### src/common/adc_ctrl_pkg.sv
/*
 Constants, register layout and carrier types for the stereo capture
 control block. Assumes a 32-bit register bus with byte addresses and
 a system clock that also feeds the converter clock divider.
*/
// Notes on behaviour
// [RQ1] stereo 24-bit channels, 128x oversampling
// [RQ2] left enable bit 3, right bit 2
// [RQ3] software mutes gain before clearing enable
// [RQ4] converter clock runs only with clock enable
// [RQ5] converter rate follows sample rate and ratio; the divider here uses the ratio only
// [RQ6] software uses only supported clock ratios
// [RQ7] gain spans -71.625 to +23.625 dB
// [RQ8] gain 0.375*(X-192) dB, zero mutes, reset C0
// [RQ9] separate 8-bit left and right gain fields
// [RQ10] update bit zero only stores held code
// [RQ11] update one loads both gains together
// [RQ12] update bit 8 in both gain registers
// [RQ13] update bit reads back as zero
package adc_ctrl_pkg;
	localparam int SAMPLE_W = 24;
	localparam int OSR = 128;
	localparam int DIV_W = 6;
	localparam int FIFO_DEPTH = 16;
	localparam int ADDR_W = 8;
	// register indices; the byte address is four times the index
	localparam logic [5:0] LEFT_GAIN_IDX = 6'h15;
	localparam logic [5:0] RIGHT_GAIN_IDX = 6'h16;
	localparam logic [5:0] POWER_IDX = 6'h19;
	localparam logic [5:0] CLOCK_CFG_IDX = 6'h08;
	localparam logic [5:0] STATUS_IDX = 6'h09;
	// field positions
	localparam int GAIN_UPDATE_BIT = 8;
	localparam int LEFT_EN_BIT = 3;
	localparam int RIGHT_EN_BIT = 2;
	localparam int CLK_EN_BIT = 0;
	localparam int RATIO_LSB = 4;
	localparam int RATE_LSB = 8;
	localparam int OVERRUN_BIT = 0;
	localparam int LEFT_RUN_BIT = 1;
	localparam int RIGHT_RUN_BIT = 2;
	// reset values and codes
	localparam logic [7:0] GAIN_RESET = 8'hC0;
	localparam logic [7:0] GAIN_MUTE = 8'h00;
	localparam logic [9:0] GAIN_ZERO_DB = 10'h0C0;
	localparam logic [2:0] RATIO_RESET = 3'h0;
	localparam logic [3:0] RATE_RESET = 4'h0;

	typedef struct packed {
		logic signed [SAMPLE_W-1:0] left;
		logic signed [SAMPLE_W-1:0] right;
	} sample_pair_t;

	// system clocks per oversampling tick: clock ratio over 128
	function automatic logic [DIV_W-1:0] ratio_divisor(
		input logic [2:0] code);
		logic [DIV_W-1:0] d;
		unique case (code)
			3'h0: d = 6'h02;
			3'h1: d = 6'h03;
			3'h2: d = 6'h04;
			3'h3: d = 6'h06;
			3'h4: d = 6'h08;
			3'h5: d = 6'h0C;
			3'h6: d = 6'h18;
			3'h7: d = 6'h30;
		endcase
		return d;
	endfunction
endpackage

### src/rtl/sample_fifo.sv
/*
 Sample FIFO with valid and ready on both sides.
 Assumes one clock; out_data is only meaningful while out_valid.
*/
module sample_fifo
#(
	parameter int WIDTH = 48,
	parameter int DEPTH = 16
)
(
	// clock and reset
	input wire logic clk,
	input wire logic rst_b,
	// filling side
	input wire logic in_valid,
	output logic in_ready,
	input wire logic [WIDTH-1:0] in_data,
	// draining side
	output logic out_valid,
	input wire logic out_ready,
	output logic [WIDTH-1:0] out_data
);
	localparam int AW = $clog2(DEPTH);
	logic [WIDTH-1:0] mem [DEPTH];
	logic [AW-1:0] wr_ptr_q;
	logic [AW-1:0] rd_ptr_q;
	logic [AW:0] count_q;
	logic push;
	logic pop;

	function automatic logic [AW-1:0] next_ptr(input logic [AW-1:0] p);
		return (p == AW'(DEPTH - 1)) ? '0 : p + 1'b1;
	endfunction

	// honest full and empty straight from the occupancy count
	assign in_ready = (count_q != (AW+1)'(DEPTH));
	assign out_valid = (count_q != '0);
	assign push = in_valid & in_ready;
	assign pop = out_valid & out_ready;
	assign out_data = mem[rd_ptr_q];

	// storage, cleared so the output never shows unknowns
	always_ff @(posedge clk or negedge rst_b)
	begin
		if (!rst_b)
			for (int i = 0; i < DEPTH; i++)
				mem[i] <= '0;
		else if (push)
			mem[wr_ptr_q] <= in_data;
	end

	// pointers and occupancy
	always_ff @(posedge clk or negedge rst_b)
	begin
		if (!rst_b)
		begin
			wr_ptr_q <= '0;
			rd_ptr_q <= '0;
			count_q <= '0;
		end
		else
		begin
			if (push)
				wr_ptr_q <= next_ptr(wr_ptr_q);
			if (pop)
				rd_ptr_q <= next_ptr(rd_ptr_q);
			if (push & ~pop)
				count_q <= count_q + 1'b1;
			else if (pop & ~push)
				count_q <= count_q - 1'b1;
		end
	end
endmodule

### src/rtl/adc_gain_stage.sv
/*
 Digital volume for one channel: 0.375 dB steps, code zero mutes.
 Assumes in_valid pulses once per sample; result one cycle later.
*/
module adc_gain_stage
#(
	parameter int W = 24
)
(
	// clock and reset
	input wire logic clk,
	input wire logic rst_b,
	// sample in and active gain code
	input wire logic in_valid,
	input wire logic signed [W-1:0] in_sample,
	input wire logic [7:0] gain_code,
	// scaled sample out
	output logic out_valid,
	output logic signed [W-1:0] out_sample
);
	logic signed [9:0] diff;
	logic signed [5:0] octave;
	logic [4:0] shift;
	logic [15:0] mant;
	logic signed [W+16:0] prod;
	logic signed [W+16:0] scaled;
	logic fits;
	logic signed [W-1:0] sat;

	// 2^(r/16) in Q1.15; sixteen steps of 0.375 dB make one 6 dB octave
	function automatic logic [15:0] mantissa(input logic [3:0] r);
		logic [15:0] m;
		unique case (r)
			4'h0: m = 16'h8000;
			4'h1: m = 16'h85AB;
			4'h2: m = 16'h8B96;
			4'h3: m = 16'h91C4;
			4'h4: m = 16'h9838;
			4'h5: m = 16'h9EF5;
			4'h6: m = 16'hA5FF;
			4'h7: m = 16'hAD58;
			4'h8: m = 16'hB505;
			4'h9: m = 16'hBD09;
			4'hA: m = 16'hC567;
			4'hB: m = 16'hCE25;
			4'hC: m = 16'hD745;
			4'hD: m = 16'hE0CD;
			4'hE: m = 16'hEAC1;
			4'hF: m = 16'hF525;
		endcase
		return m;
	endfunction

	// [RQ7] gain law, code minus 192 in steps
	assign diff = $signed({2'b00, gain_code})
		- $signed(adc_ctrl_pkg::GAIN_ZERO_DB);
	assign octave = diff[9:4];
	assign shift = 5'(6'sd15 - octave);
	assign mant = mantissa(diff[3:0]);
	assign prod = in_sample * $signed({1'b0, mant});
	assign scaled = prod >>> shift;
	// clip rather than wrap when boosting near full scale
	assign fits = (&scaled[W+16:W-1]) | ~(|scaled[W+16:W-1]);
	assign sat = fits ? scaled[W-1:0]
		: {scaled[W+16], {(W-1){~scaled[W+16]}}};

	// [RQ8] registered result, code zero mutes
	always_ff @(posedge clk or negedge rst_b)
	begin
		if (!rst_b)
		begin
			out_valid <= 1'b0;
			out_sample <= '0;
		end
		else
		begin
			out_valid <= in_valid;
			if (in_valid)
				out_sample <= (gain_code == adc_ctrl_pkg::GAIN_MUTE)
					? '0 : sat;
		end
	end
endmodule

### src/rtl/stereo_adc_enable_volume.sv
/*
 Stereo capture control: channel enables, converter clock divider,
 per-channel decimation, staged digital volume and an output FIFO.
 Assumes an Avalon-MM master with byte addresses, one-bit modulator
 streams synchronous to clk, and a sink that may stall the FIFO.
*/
// Chosen here: the Avalon-MM interface to the registers.
module stereo_adc_enable_volume
(
	// clock and reset
	input wire logic clk,
	input wire logic rst_b,
	// register bus
	input wire logic [7:0] avs_address,
	input wire logic avs_read,
	input wire logic avs_write,
	input wire logic [31:0] avs_writedata,
	input wire logic [3:0] avs_byteenable,
	output logic [31:0] avs_readdata,
	output logic avs_waitrequest,
	// modulator bit streams
	input wire logic left_mod_bit,
	input wire logic right_mod_bit,
	// converter clock tick
	output logic conv_clock_tick,
	// captured sample pairs
	output logic capture_valid,
	input wire logic capture_ready,
	output adc_ctrl_pkg::sample_pair_t capture_data
);
	////////////////////////////////////////////////////////////////////
	// declarations
	logic ack_q;
	logic bus_req;
	logic wr_fire;
	logic [5:0] reg_idx;
	logic [31:0] rd_value;
	logic [31:0] readdata_q;
	logic wr_left;
	logic wr_right;
	logic wr_power;
	logic wr_clock;
	logic wr_status;
	logic gain_update_strobe;
	logic [7:0] left_gain_code_q;
	logic [7:0] right_gain_code_q;
	logic [7:0] left_gain_code_d;
	logic [7:0] right_gain_code_d;
	logic [7:0] left_gain_act_q;
	logic [7:0] right_gain_act_q;
	logic left_conv_enable_q;
	logic right_conv_enable_q;
	logic system_clock_enable_q;
	logic [2:0] ratio_q;
	logic [3:0] rate_q;
	logic overrun_q;
	logic overrun_clr;
	logic [adc_ctrl_pkg::DIV_W-1:0] div_cnt_q;
	logic [adc_ctrl_pkg::DIV_W-1:0] div_last;
	logic conv_tick;
	logic any_en;
	logic [6:0] phase_q;
	logic frame_done;
	logic signed [8:0] left_acc_q;
	logic signed [8:0] right_acc_q;
	logic signed [8:0] left_sum;
	logic signed [8:0] right_sum;
	logic signed [adc_ctrl_pkg::SAMPLE_W-1:0] left_raw;
	logic signed [adc_ctrl_pkg::SAMPLE_W-1:0] right_raw;
	logic left_gain_valid;
	logic signed [adc_ctrl_pkg::SAMPLE_W-1:0] left_scaled;
	logic signed [adc_ctrl_pkg::SAMPLE_W-1:0] right_scaled;
	logic pend_q;
	adc_ctrl_pkg::sample_pair_t pend_data_q;
	logic fifo_in_ready;
	logic lost;
	logic [$bits(adc_ctrl_pkg::sample_pair_t)-1:0] fifo_out;

	// one step of a +-1 integrator over the modulator stream
	function automatic logic signed [8:0] next_acc(
		input logic signed [8:0] acc, input logic b);
		return b ? acc + 9'sh001 : acc - 9'sh001;
	endfunction

	// integrator total to full 24-bit scale; 128 lands at 2^22
	function automatic logic signed [23:0] to_sample(
		input logic signed [8:0] s);
		return {s, 15'h0000};
	endfunction

	////////////////////////////////////////////////////////////////////
	// bus slave: every access answers after exactly one wait cycle
	assign bus_req = avs_read | avs_write;
	assign avs_waitrequest = bus_req & ~ack_q;
	assign wr_fire = avs_write & ack_q;
	assign reg_idx = avs_address[7:2];
	assign avs_readdata = readdata_q;

	// answer phase toggles so back to back requests still wait once
	always_ff @(posedge clk or negedge rst_b)
	begin
		if (!rst_b)
			ack_q <= 1'b0;
		else
			ack_q <= bus_req & ~ack_q;
	end

	// read data captured one edge early so it stands when taken
	always_ff @(posedge clk or negedge rst_b)
	begin
		if (!rst_b)
			readdata_q <= '0;
		else if (avs_read & ~ack_q)
			readdata_q <= rd_value;
	end

	// write decode
	assign wr_left = wr_fire & (reg_idx == adc_ctrl_pkg::LEFT_GAIN_IDX);
	assign wr_right = wr_fire
		& (reg_idx == adc_ctrl_pkg::RIGHT_GAIN_IDX);
	assign wr_power = wr_fire & (reg_idx == adc_ctrl_pkg::POWER_IDX);
	assign wr_clock = wr_fire & (reg_idx == adc_ctrl_pkg::CLOCK_CFG_IDX);
	assign wr_status = wr_fire & (reg_idx == adc_ctrl_pkg::STATUS_IDX);

	// [RQ12] same strobe bit through either gain register
	assign gain_update_strobe = (wr_left | wr_right) & avs_byteenable[1]
		& avs_writedata[adc_ctrl_pkg::GAIN_UPDATE_BIT];

	// read mux; unmapped addresses read zero
	always_comb
	begin
		rd_value = '0;
		case (reg_idx)
			// [RQ13] strobe bit is not stored, reads zero
			adc_ctrl_pkg::LEFT_GAIN_IDX: rd_value[7:0] = left_gain_code_q;
			adc_ctrl_pkg::RIGHT_GAIN_IDX:
				rd_value[7:0] = right_gain_code_q;
			adc_ctrl_pkg::POWER_IDX:
			begin
				rd_value[adc_ctrl_pkg::LEFT_EN_BIT] = left_conv_enable_q;
				rd_value[adc_ctrl_pkg::RIGHT_EN_BIT] = right_conv_enable_q;
			end
			adc_ctrl_pkg::CLOCK_CFG_IDX:
			begin
				rd_value[adc_ctrl_pkg::CLK_EN_BIT] = system_clock_enable_q;
				rd_value[adc_ctrl_pkg::RATIO_LSB +: 3] = ratio_q;
				rd_value[adc_ctrl_pkg::RATE_LSB +: 4] = rate_q;
			end
			adc_ctrl_pkg::STATUS_IDX:
			begin
				rd_value[adc_ctrl_pkg::OVERRUN_BIT] = overrun_q;
				rd_value[adc_ctrl_pkg::LEFT_RUN_BIT] =
					left_conv_enable_q & system_clock_enable_q;
				rd_value[adc_ctrl_pkg::RIGHT_RUN_BIT] =
					right_conv_enable_q & system_clock_enable_q;
			end
			default: rd_value = '0;
		endcase
	end

	////////////////////////////////////////////////////////////////////
	// volume holding and active codes

	// [RQ9] independent held code per channel
	always_comb
	begin
		left_gain_code_d = left_gain_code_q;
		right_gain_code_d = right_gain_code_q;
		if (wr_left & avs_byteenable[0])
			left_gain_code_d = avs_writedata[7:0];
		if (wr_right & avs_byteenable[0])
			right_gain_code_d = avs_writedata[7:0];
	end

	// [RQ8] held codes reset to zero dB
	always_ff @(posedge clk or negedge rst_b)
	begin
		if (!rst_b)
		begin
			left_gain_code_q <= adc_ctrl_pkg::GAIN_RESET;
			right_gain_code_q <= adc_ctrl_pkg::GAIN_RESET;
		end
		else
		begin
			left_gain_code_q <= left_gain_code_d;
			right_gain_code_q <= right_gain_code_d;
		end
	end

	// [RQ10] [RQ11] active gains move together, only on the strobe
	always_ff @(posedge clk or negedge rst_b)
	begin
		if (!rst_b)
		begin
			left_gain_act_q <= adc_ctrl_pkg::GAIN_RESET;
			right_gain_act_q <= adc_ctrl_pkg::GAIN_RESET;
		end
		else if (gain_update_strobe)
		begin
			left_gain_act_q <= left_gain_code_d;
			right_gain_act_q <= right_gain_code_d;
		end
	end

	// [RQ2] channel enables, both off after reset
	always_ff @(posedge clk or negedge rst_b)
	begin
		if (!rst_b)
		begin
			left_conv_enable_q <= 1'b0;
			right_conv_enable_q <= 1'b0;
		end
		else if (wr_power & avs_byteenable[0])
		begin
			left_conv_enable_q <=
				avs_writedata[adc_ctrl_pkg::LEFT_EN_BIT];
			right_conv_enable_q <=
				avs_writedata[adc_ctrl_pkg::RIGHT_EN_BIT];
		end
	end

	// clock configuration: enable, clock ratio, sample rate
	always_ff @(posedge clk or negedge rst_b)
	begin
		if (!rst_b)
		begin
			system_clock_enable_q <= 1'b0;
			ratio_q <= adc_ctrl_pkg::RATIO_RESET;
			rate_q <= adc_ctrl_pkg::RATE_RESET;
		end
		else if (wr_clock)
		begin
			if (avs_byteenable[0])
			begin
				system_clock_enable_q <=
					avs_writedata[adc_ctrl_pkg::CLK_EN_BIT];
				ratio_q <= avs_writedata[adc_ctrl_pkg::RATIO_LSB +: 3];
			end
			if (avs_byteenable[1])
				rate_q <= avs_writedata[adc_ctrl_pkg::RATE_LSB +: 4];
		end
	end

	////////////////////////////////////////////////////////////////////
	// converter clock

	// [RQ5] divisor picked from the ratio alone; the rate field plays no part
	assign div_last = adc_ctrl_pkg::ratio_divisor(ratio_q) - 6'h01;
	// [RQ4] no tick while the system clock enable is low
	assign conv_tick = system_clock_enable_q & (div_cnt_q >= div_last);
	assign conv_clock_tick = conv_tick;

	// >= guards against a ratio shrinking mid count
	always_ff @(posedge clk or negedge rst_b)
	begin
		if (!rst_b)
			div_cnt_q <= '0;
		else if (!system_clock_enable_q | conv_tick)
			div_cnt_q <= '0;
		else
			div_cnt_q <= div_cnt_q + 6'h01;
	end

	////////////////////////////////////////////////////////////////////
	// decimation: one sample per channel every 128 ticks
	assign any_en = left_conv_enable_q | right_conv_enable_q;
	// [RQ1] frame closes on the last of 128 oversampling ticks
	assign frame_done = conv_tick & any_en
		& (phase_q == 7'(adc_ctrl_pkg::OSR - 1));
	assign left_sum = next_acc(left_acc_q, left_mod_bit);
	assign right_sum = next_acc(right_acc_q, right_mod_bit);
	// a disabled channel contributes silence, not a stale value
	assign left_raw = left_conv_enable_q ? to_sample(left_sum) : '0;
	assign right_raw = right_conv_enable_q ? to_sample(right_sum) : '0;

	// frame phase, restarts whenever both channels stop
	always_ff @(posedge clk or negedge rst_b)
	begin
		if (!rst_b)
			phase_q <= '0;
		else if (!any_en | !system_clock_enable_q)
			phase_q <= '0;
		else if (conv_tick)
			phase_q <= phase_q + 7'h01;
	end

	// [RQ2] integrators held at zero while their channel is off
	always_ff @(posedge clk or negedge rst_b)
	begin
		if (!rst_b)
		begin
			left_acc_q <= '0;
			right_acc_q <= '0;
		end
		else
		begin
			if (!left_conv_enable_q | frame_done)
				left_acc_q <= '0;
			else if (conv_tick)
				left_acc_q <= left_sum;
			if (!right_conv_enable_q | frame_done)
				right_acc_q <= '0;
			else if (conv_tick)
				right_acc_q <= right_sum;
		end
	end

	// volume stages share the frame strobe so results pair up
	adc_gain_stage #(.W(adc_ctrl_pkg::SAMPLE_W)) u_left_gain
	(
		.clk(clk),
		.rst_b(rst_b),
		.in_valid(frame_done),
		.in_sample(left_raw),
		.gain_code(left_gain_act_q),
		.out_valid(left_gain_valid),
		.out_sample(left_scaled)
	);

	adc_gain_stage #(.W(adc_ctrl_pkg::SAMPLE_W)) u_right_gain
	(
		.clk(clk),
		.rst_b(rst_b),
		.in_valid(frame_done),
		.in_sample(right_raw),
		.gain_code(right_gain_act_q),
		.out_valid(),
		.out_sample(right_scaled)
	);

	////////////////////////////////////////////////////////////////////
	// staging register into the FIFO; a full FIFO stalls it
	assign lost = left_gain_valid & pend_q & ~fifo_in_ready;
	assign overrun_clr = wr_status & avs_byteenable[0]
		& avs_writedata[adc_ctrl_pkg::OVERRUN_BIT];

	// pending pair waits for FIFO room; a newer pair is then dropped
	always_ff @(posedge clk or negedge rst_b)
	begin
		if (!rst_b)
		begin
			pend_q <= 1'b0;
			pend_data_q <= '0;
		end
		else if (left_gain_valid & ~lost)
		begin
			pend_q <= 1'b1;
			pend_data_q <= '{left: left_scaled, right: right_scaled};
		end
		else if (pend_q & fifo_in_ready)
			pend_q <= 1'b0;
	end

	// sticky overrun, a new loss wins over a clear in the same cycle
	always_ff @(posedge clk or negedge rst_b)
	begin
		if (!rst_b)
			overrun_q <= 1'b0;
		else
			overrun_q <= lost | (overrun_q & ~overrun_clr);
	end

	sample_fifo #(
		.WIDTH($bits(adc_ctrl_pkg::sample_pair_t)),
		.DEPTH(adc_ctrl_pkg::FIFO_DEPTH)
	) u_fifo
	(
		.clk(clk),
		.rst_b(rst_b),
		.in_valid(pend_q),
		.in_ready(fifo_in_ready),
		.in_data(pend_data_q),
		.out_valid(capture_valid),
		.out_ready(capture_ready),
		.out_data(fifo_out)
	);

	assign capture_data = adc_ctrl_pkg::sample_pair_t'(fifo_out);
endmodule

### config.mk
export PLATFORM = sky130hd
export DESIGN_NAME = stereo_adc_enable_volume
export DESIGN_NICKNAME = d
export VERILOG_FILES = /design/src/common/adc_ctrl_pkg.sv /design/src/rtl/sample_fifo.sv /design/src/rtl/adc_gain_stage.sv /design/src/rtl/stereo_adc_enable_volume.sv
export SDC_FILE = /design/constraint.sdc
export NUM_CORES = 2
export LEC_CHECK = 0
export ABC_CLOCK_PERIOD_IN_PS = 10250
export BUFFER_PORTS_ARGS = -buffer_cell sky130_fd_sc_hd__buf_2
export CAP_MARGIN = 5
export CORE_MARGIN = 4
export CORE_UTILIZATION = 50
export CTS_BUF_LIST = sky130_fd_sc_hd__clkbuf_16
export DETAILED_ROUTE_END_ITERATION = 10
export GPL_TIMING_DRIVEN = 0
export PLACE_DENSITY = 0.73
export SYNTH_ARGS = -nofsm -noshare
export SYNTH_HDL_FRONTEND = slang
export SYNTH_SLANG_ARGS = --single-unit
### constraint.sdc
create_clock -name clk -period 10.25 [get_ports clk]
set_input_delay 0.5125 -clock clk [delete_from_list [all_inputs] [get_ports clk]]
set_output_delay 0.5125 -clock clk [all_outputs]
set_load 0.1 [all_outputs]
# Yosys cells after proc, flatten, opt, wreduce, memory -nomap -nowiden
# Memories as Yosys holds them, arrays and structs flattened.
# Cells that the tools add are included.
# word_totals
inputBits	51
latch_bits	0
memories	3
mem_bits_ro	528
ff_bits	966
output_inout_bits	83
wordCells	181
ramBits	0
# memory_table
memory	words	width	read_ports	rd_clocked_by_memory_dff	wr	line_no	source
(name not given)	16	15	1	0	0	adc_gain_stage.sv:33	unique case (r)
(name not given)	16	15	1	0	0	adc_gain_stage.sv:33	
(name not given)	8	6	1	0	0	adc_ctrl_pkg.sv:58	unique case (code)
# classes
order_cmp	4
n_reduce_logical	19
addsub	15
n_div	0
mul	2
n_eq_ne	9
n_shift	2
n_bitwise	50
n_mux	36
# ops
cell	count
$bwmux 768	1
$bmux 48 s4	1
$demux 48 s4	1
$mux 24	6
$mux 48	3
$mul 24x17->41	2
$sshr 41x5->41	2
$mux 9	6
$reduce_and 18->1	2
$reduce_or 18->1	2
$and 1x1->1	28
$add 9x2->9 const B	2
$eq 6x5->1 const B	3
$sub 8x8->9 const B	2
$sub 9x2->9 const B	2
$logic_not 8->1	2
$mux 8	2
$mux 7	2
$eq 6x4->1 const B	2
$mux 4	3
$ge 5x5->1 const B	2
$mux 5	2
$not 1->1	10
$not 4->5	2
other kinds (24)	47

# Longest topological paths before layout
# logic_depth
word_depth	10
mapped_depth	40
depth_no_buf	36

# Hierarchy
# A second synthesis with hierarchy kept.
# unflattened
cells_unflattened	7584
hier_area_um2	81311.7
# by_module_without_submodules
module	n_inst	cells_each	area_per_inst_um2	seq_area_each_um2
sample_fifo	1	2369	36371.1	19543.7
adc_gain_stage (u_left_gain)	1	2320	19188.4	625.6
adc_gain_stage (u_right_gain)	1	2325	19045.8	625.6
stereo_adc_enable_volume	1	570	6706.4	3413.3

# Worst setup path after synthesis
# OpenSTA, ideal clock, no wires.
# synth_timing
path_type	input-to-reg
start	input port left_mod_bit
end	register u_left_gain.out_sample[22]
slack_ns	0.931
path_stages	34
required_time_ns	10.104
path_buffers	5
setup_time_ns	0.146
arrival_time_ns	9.173
cell_sequence	inv_1 -> ha_1 -> nor2b_1 -> o31ai_1 -> a21oi_1 -> or3_1 -> and2_1 -> and2_1 -> clkbuf_1 -> nand2_1 -> fa_1 -> fa_1 -> clkbuf_1 -> xor2_1 -> xnor2_1 -> fa_1 -> fa_1 -> inv_1 -> fa_1 -> inv_1 -> ha_1 -> a221oi_1 -> a211oi_1 -> or3_1 -> clkbuf_1 -> a311oi_1 -> a221o_1 -> o21ai_0 -> or3_1 -> a2111oi_0 -> or4_1 -> clkbuf_1 -> buf_2 -> o221ai_1
# synth_between
elab_chain_len	9
word_cells_on_any_way	11
classes_between	1 x mul; 1 x shift; 4 x mux; 3 x bitwise; 2 x reduce/logical
# synth_rtl
element	line_no	source
start: declaration	stereo_adc_enable_volume.sv:22	input wire logic left_mod_bit,
$mux 9 (*)	stereo_adc_enable_volume.sv:82	return b ? acc + 9'sh001 : acc - 9'sh001;
$mux 24 (*)	stereo_adc_enable_volume.sv:273	assign left_raw = left_conv_enable_q ? to_sample(left_sum) : '0;
$mul 24x17->41 (*)	adc_gain_stage.sv:60	assign prod = in_sample * $signed({1'b0, mant});
$sshr 41x5->41 (*)	adc_gain_stage.sv:61	assign scaled = prod >>> shift;
$reduce_or 18->1	adc_gain_stage.sv:63	assign fits = (&scaled[W+16:W-1]) | ~(|scaled[W+16:W-1]);
$not 1->1	adc_gain_stage.sv:63	
$or 1x1->1	adc_gain_stage.sv:63	
$mux 24 (*)	adc_gain_stage.sv:64	assign sat = fits ? scaled[W-1:0]
$mux 24 (*)	adc_gain_stage.sv:80	? '0 : sat;
end signal: assignment	adc_gain_stage.sv:79	out_sample <= (gain_code == adc_ctrl_pkg::GAIN_MUTE)
end: declaration	adc_gain_stage.sv:19	output logic signed [W-1:0] out_sample
# Every way passes the cells marked *; elsewhere a longest branch is shown, timed or not.
# A chain may end at the register's enable or synchronous reset.

# Worst setup path after layout
# layout_timing
start	register right_acc_q[0]
end	register u_right_gain.out_sample[21]
# layout_between
elab_chain_len	10
word_cells_on_any_way	13
classes_between	2 x add/sub; 1 x mul; 1 x shift; 4 x mux; 3 x bitwise; 2 x reduce/logical
# layout_rtl
element	line_no	source
start: declaration	stereo_adc_enable_volume.sv:65	logic signed [8:0] right_acc_q;
start signal: assignment	stereo_adc_enable_volume.sv:304	right_acc_q <= right_sum;
$sub 9x2->9 or $add 9x2->9 (tied branches)	stereo_adc_enable_volume.sv:82	
$mux 9 (*)	stereo_adc_enable_volume.sv:82	
$mux 24 (*)	stereo_adc_enable_volume.sv:274	assign right_raw = right_conv_enable_q ? to_sample(right_sum) : '0;
$mul 24x17->41 (*)	adc_gain_stage.sv:60	
$sshr 41x5->41 (*)	adc_gain_stage.sv:61	
$reduce_or 18->1	adc_gain_stage.sv:63	
$not 1->1	adc_gain_stage.sv:63	
$or 1x1->1	adc_gain_stage.sv:63	
$mux 24 (*)	adc_gain_stage.sv:64	
$mux 24 (*)	adc_gain_stage.sv:80	
end signal: assignment	adc_gain_stage.sv:79	
end: declaration	adc_gain_stage.sv:19	
# Marked as above.

==> results by group <==
Timing
  • Slew Viols, Final: 0
  • Setup violations, final: 0
  • Fmax: 101 MHz
  • Crit share post-route: 96.2%
  • Final worst clock skew: 0.0324 ns
  • RSZ-0062 raised after global routing: true
  • Max transition margin: 6.81%
  • Final setup margin: 0.394 ns
  • Final Hold Fails: 0
  • Tightest Pin Transition: 1.40 ns
  • Final setup TNS: 0 ns
  • Fin crit period: 9.86 ns

Flow run
  • Max-cap violation count: 0

Cells and area
  • Post-Route Utilization: 55.6%
  • Most frequent cells in the layout: 958 x dfrtp_1, 863 x mux2_2, 544 x inv_1, 382 x nand2_1, 312 x fa_1
  • Synth-to-Final Area Change: 10.3%
  • Final cell count without fillers: 7,249
  • Multi-input gate area: 0.0351 sq mm
  • Fill cells: 10,200
  • Most common cell after layout, fill and taps aside: dfrtp_1
  • Layout cells sized above 1: 27.0%
  • Sequential cell area: 0.0242 sq mm
  • Nets: 6,083

Placed design
  • Dpl cells: 7,052
  • Dpl hpwl: 121,000 microns
  • Gpl congestion: 0.931
  • Input/output buffers: 89
  • Setup WS pre-CTS: -1.22 ns

Routing
  • Drt pass-1 iters: 6
  • Vias per cell: 5.97
  • Final WL: 166,000 microns
  • Vias: 43,300
  • DRC Markers: 0
  • Avg WL per Cell: 22.9 microns
  • Initial DRC count: 3,524
  • Number of routed nets with antenna violations: 0

Synth
  • Largest family of logic cells by synthesized area: multiplexers
  • Area contributors post-synth: dfrtp_1 38%, mux2_2 16%, fa_1 10%, mux4_2 8.9%, ha_1 3.8%
  • Area leader, netlist: dfrtp_1
  • Post-Syn Area: 0.0624 sq mm
  • Count of cell types in the netlist: 98
  • Multiplexer area fraction after synthesis: 25.3%
  • Seq cells post-synth: 966
  • Top-area cell type share of the netlist area: 38.4%
  • Seq/Total Area, Yosys: 38.7%
  • Simple-gate share of the synthesized area: 6.92%
  • FFs w/ async S/R, synth: 100%
  • Primary FF master, synth: dfrtp_1
  • Post-synthesis adder-cell area fraction: 13.9%
  • EDFF count, synth: 0
  • Compound-gate portion of the synthesized area: 7.69%
  • XOR/XNOR Fraction of Synth Area: 1.86%
  • Syn. warnings: 0
  • Average cell area after synthesis: 11.8 sq um
  • Syn Inst Count: 5,296

Worst hold path
  • Min-delay worst type: primary input to flop
  • Hold_sp: avs_writedata[9]

Clock network
  • TritonCTS clock tree: done
  • Root Driver: clkbuf_16
  • H-tree Lvls: 3
  • Total CTS buffers: 102
  • Clock sink count: 966
  • Clock transition at path regs: 0.06 ns
  • CTS max path bufs: 3
  • Clock Latency Late Sink: 0.71 ns

Global route
  • Vias in the first global route: 45,200
  • Largest net degree at the start of global routing: 129
  • First-pass GRT wire length: 263,000 microns
  • GRT overflow: 0
  • Tot GR Track Use: 25.6%
  • Initial antenna violation count: 3

Setup path
  • Worst Setup SP: right_acc_q[0]
  • Crit path top cell by count: fa_1
  • Max incr delay on CP: 0.68 ns
  • Crit path to: u_right_gain.out_sample[21]
  • Slowest cell on the critical path: mux4_1
  • CP startpoint kind: flop
  • Crit path DAT: 10.39 ns
  • R2R setup slack: 0.39 ns
  • Worst R2R Start: right_acc_q[0]
  • CP max FO: 10
  • R2r worst-path depth: 32
  • Req. time, crit path: 10.78 ns
  • Reg-to-reg critical path endpoint: u_right_gain.out_sample[21]
  • Class of the most critical setup path: flop to flop
  • Crit. End Element: flop

Floorplanning
  • I/O pins: 134
  • Row count: 129
  • Die width: 361 microns
  • Die area: 0.131 sq mm
  • Starting Density: 50.4%
  • Die height: 361 microns
  • Core area: 0.124 sq mm

Power and ir drop
  • Flop pwr share: 43.9%
  • Pint: 6.23 mW
  • Clk pwr share: 41.1%
  • P_sw: 2.52 mW
  • Combinational power share: 15.0%
  • Switch share: 28.8%
  • P_leak: 33.6 nW
  • P per Cell Area: 127 mW/mm^2
  • Maximum VDD drop: 0.151 mV

Run status
  • Status: completed
## cells by family after synthesis
kind of cell	count (synthesis)
buffers and inverters	893
muxes	1160
xor gates and xnor gates	132
adders and majority gates	506
and+or+nand+nor	965
other	1
AOI/OAI and AO/OA	673
DFF	966
## power groups by stage
stage          sequential [mW]  combinational, mW  clock (mW)
6_report                  3.84               1.31        3.59
5_1_grt                   3.84               1.44        3.82
4_1_cts                   3.84               1.27        3.65
3_5_place_dp              3.91               1.26           0
3_3_place_gp              3.91               1.24           0
2_1_floorplan             3.93              0.838           0
## critical path: cells and delay by family, from the launching register on
kind / cells / cell delay (ns)
fa+ha+maj: 8 / 3.71
compound gates: 8 / 2.28
simple gates: 6 / 1.19
buf+inv: 7 / 1.11
mux: 2 / 0.79
flops: 1 / 0.37
xor+xnor: 1 / 0.24
## repair_timing
item	in CTS	in global routing
hold endpoints to repair	43	0
setup buffers	1	13
endpoints found under the setup margin	46	46
pin swaps	1	5
gates resized for setup	16	68
hold buffers	1	0
## flip-flops by register name, indices dropped and copies added, names as in the netlist, 5 cells and up
signal and cells:
right_acc_q 9, right_gain_code_q 8, pend_data_q 48, u_fifo.count_q 5
u_right_gain.out_sample 24, u_left_gain.out_sample 24, avs_readdata 12, u_fifo.mem 768
phase_q 7, div_cnt_q 6, left_gain_code_q 8, right_gain_act_q 8
left_acc_q 9, left_gain_act_q 8
## metrics by stage
step | hold WS [ns] | power [mW] | area [sq um]
finish | 0.0557 | 8.75 | 68900
global route | 0.0412 | 9.10 | 68900
CTS | 0.0184 | 8.76 | 68600
detailed placement | 0.442 | 5.17 | 65300
global placement | 0.453 | 5.15 | 65000
floorplan | 0.217 | 4.77 | 62500
## cell usage after synthesis, types with 73 or more instances
library cell and number:
dfrtp_1 958, mux2_2 863, inv_1 518, nand2_1 387, fa_1 315, nor2_1 276
clkbuf_1 270, mux4_2 247, ha_1 191, o21ai_0 125, a21oi_1 115, xnor2_1 91
nand3_1 73
## layout make-up
class                      count  area share (%)
antenna                        2         0.00726
buffer                       358            2.15
clock buffer                 103            3.74
clock inverter                85           0.939
inverter                     527            2.88
multi-input combinational   3456            51.0
sequential                   966            35.1
tap                         1637            2.97
timing repair buffer         115            1.21
## how the worst min path moves through the flow
stage                       to  slack [ns]  cells past startpoint
5_1_grt              rate_q[1]        0.04                      2
3_3_place_gp   avs_readdata[8]        0.45                      2
3_5_place_dp   u_fifo.mem[730]        0.44                      1
2_1_floorplan            ack_q        0.22                      0
6_report             rate_q[1]        0.06                      2
4_1_cts              rate_q[1]        0.02                      2
## layer usage
metal	GRT usage, %	share of wire, %
met3	4.15	5.9
met1	34.2	42
met2	42.2	48
met4	9.80	4.2
met5	0	0.020
Power figures use the tool's default switching activity.
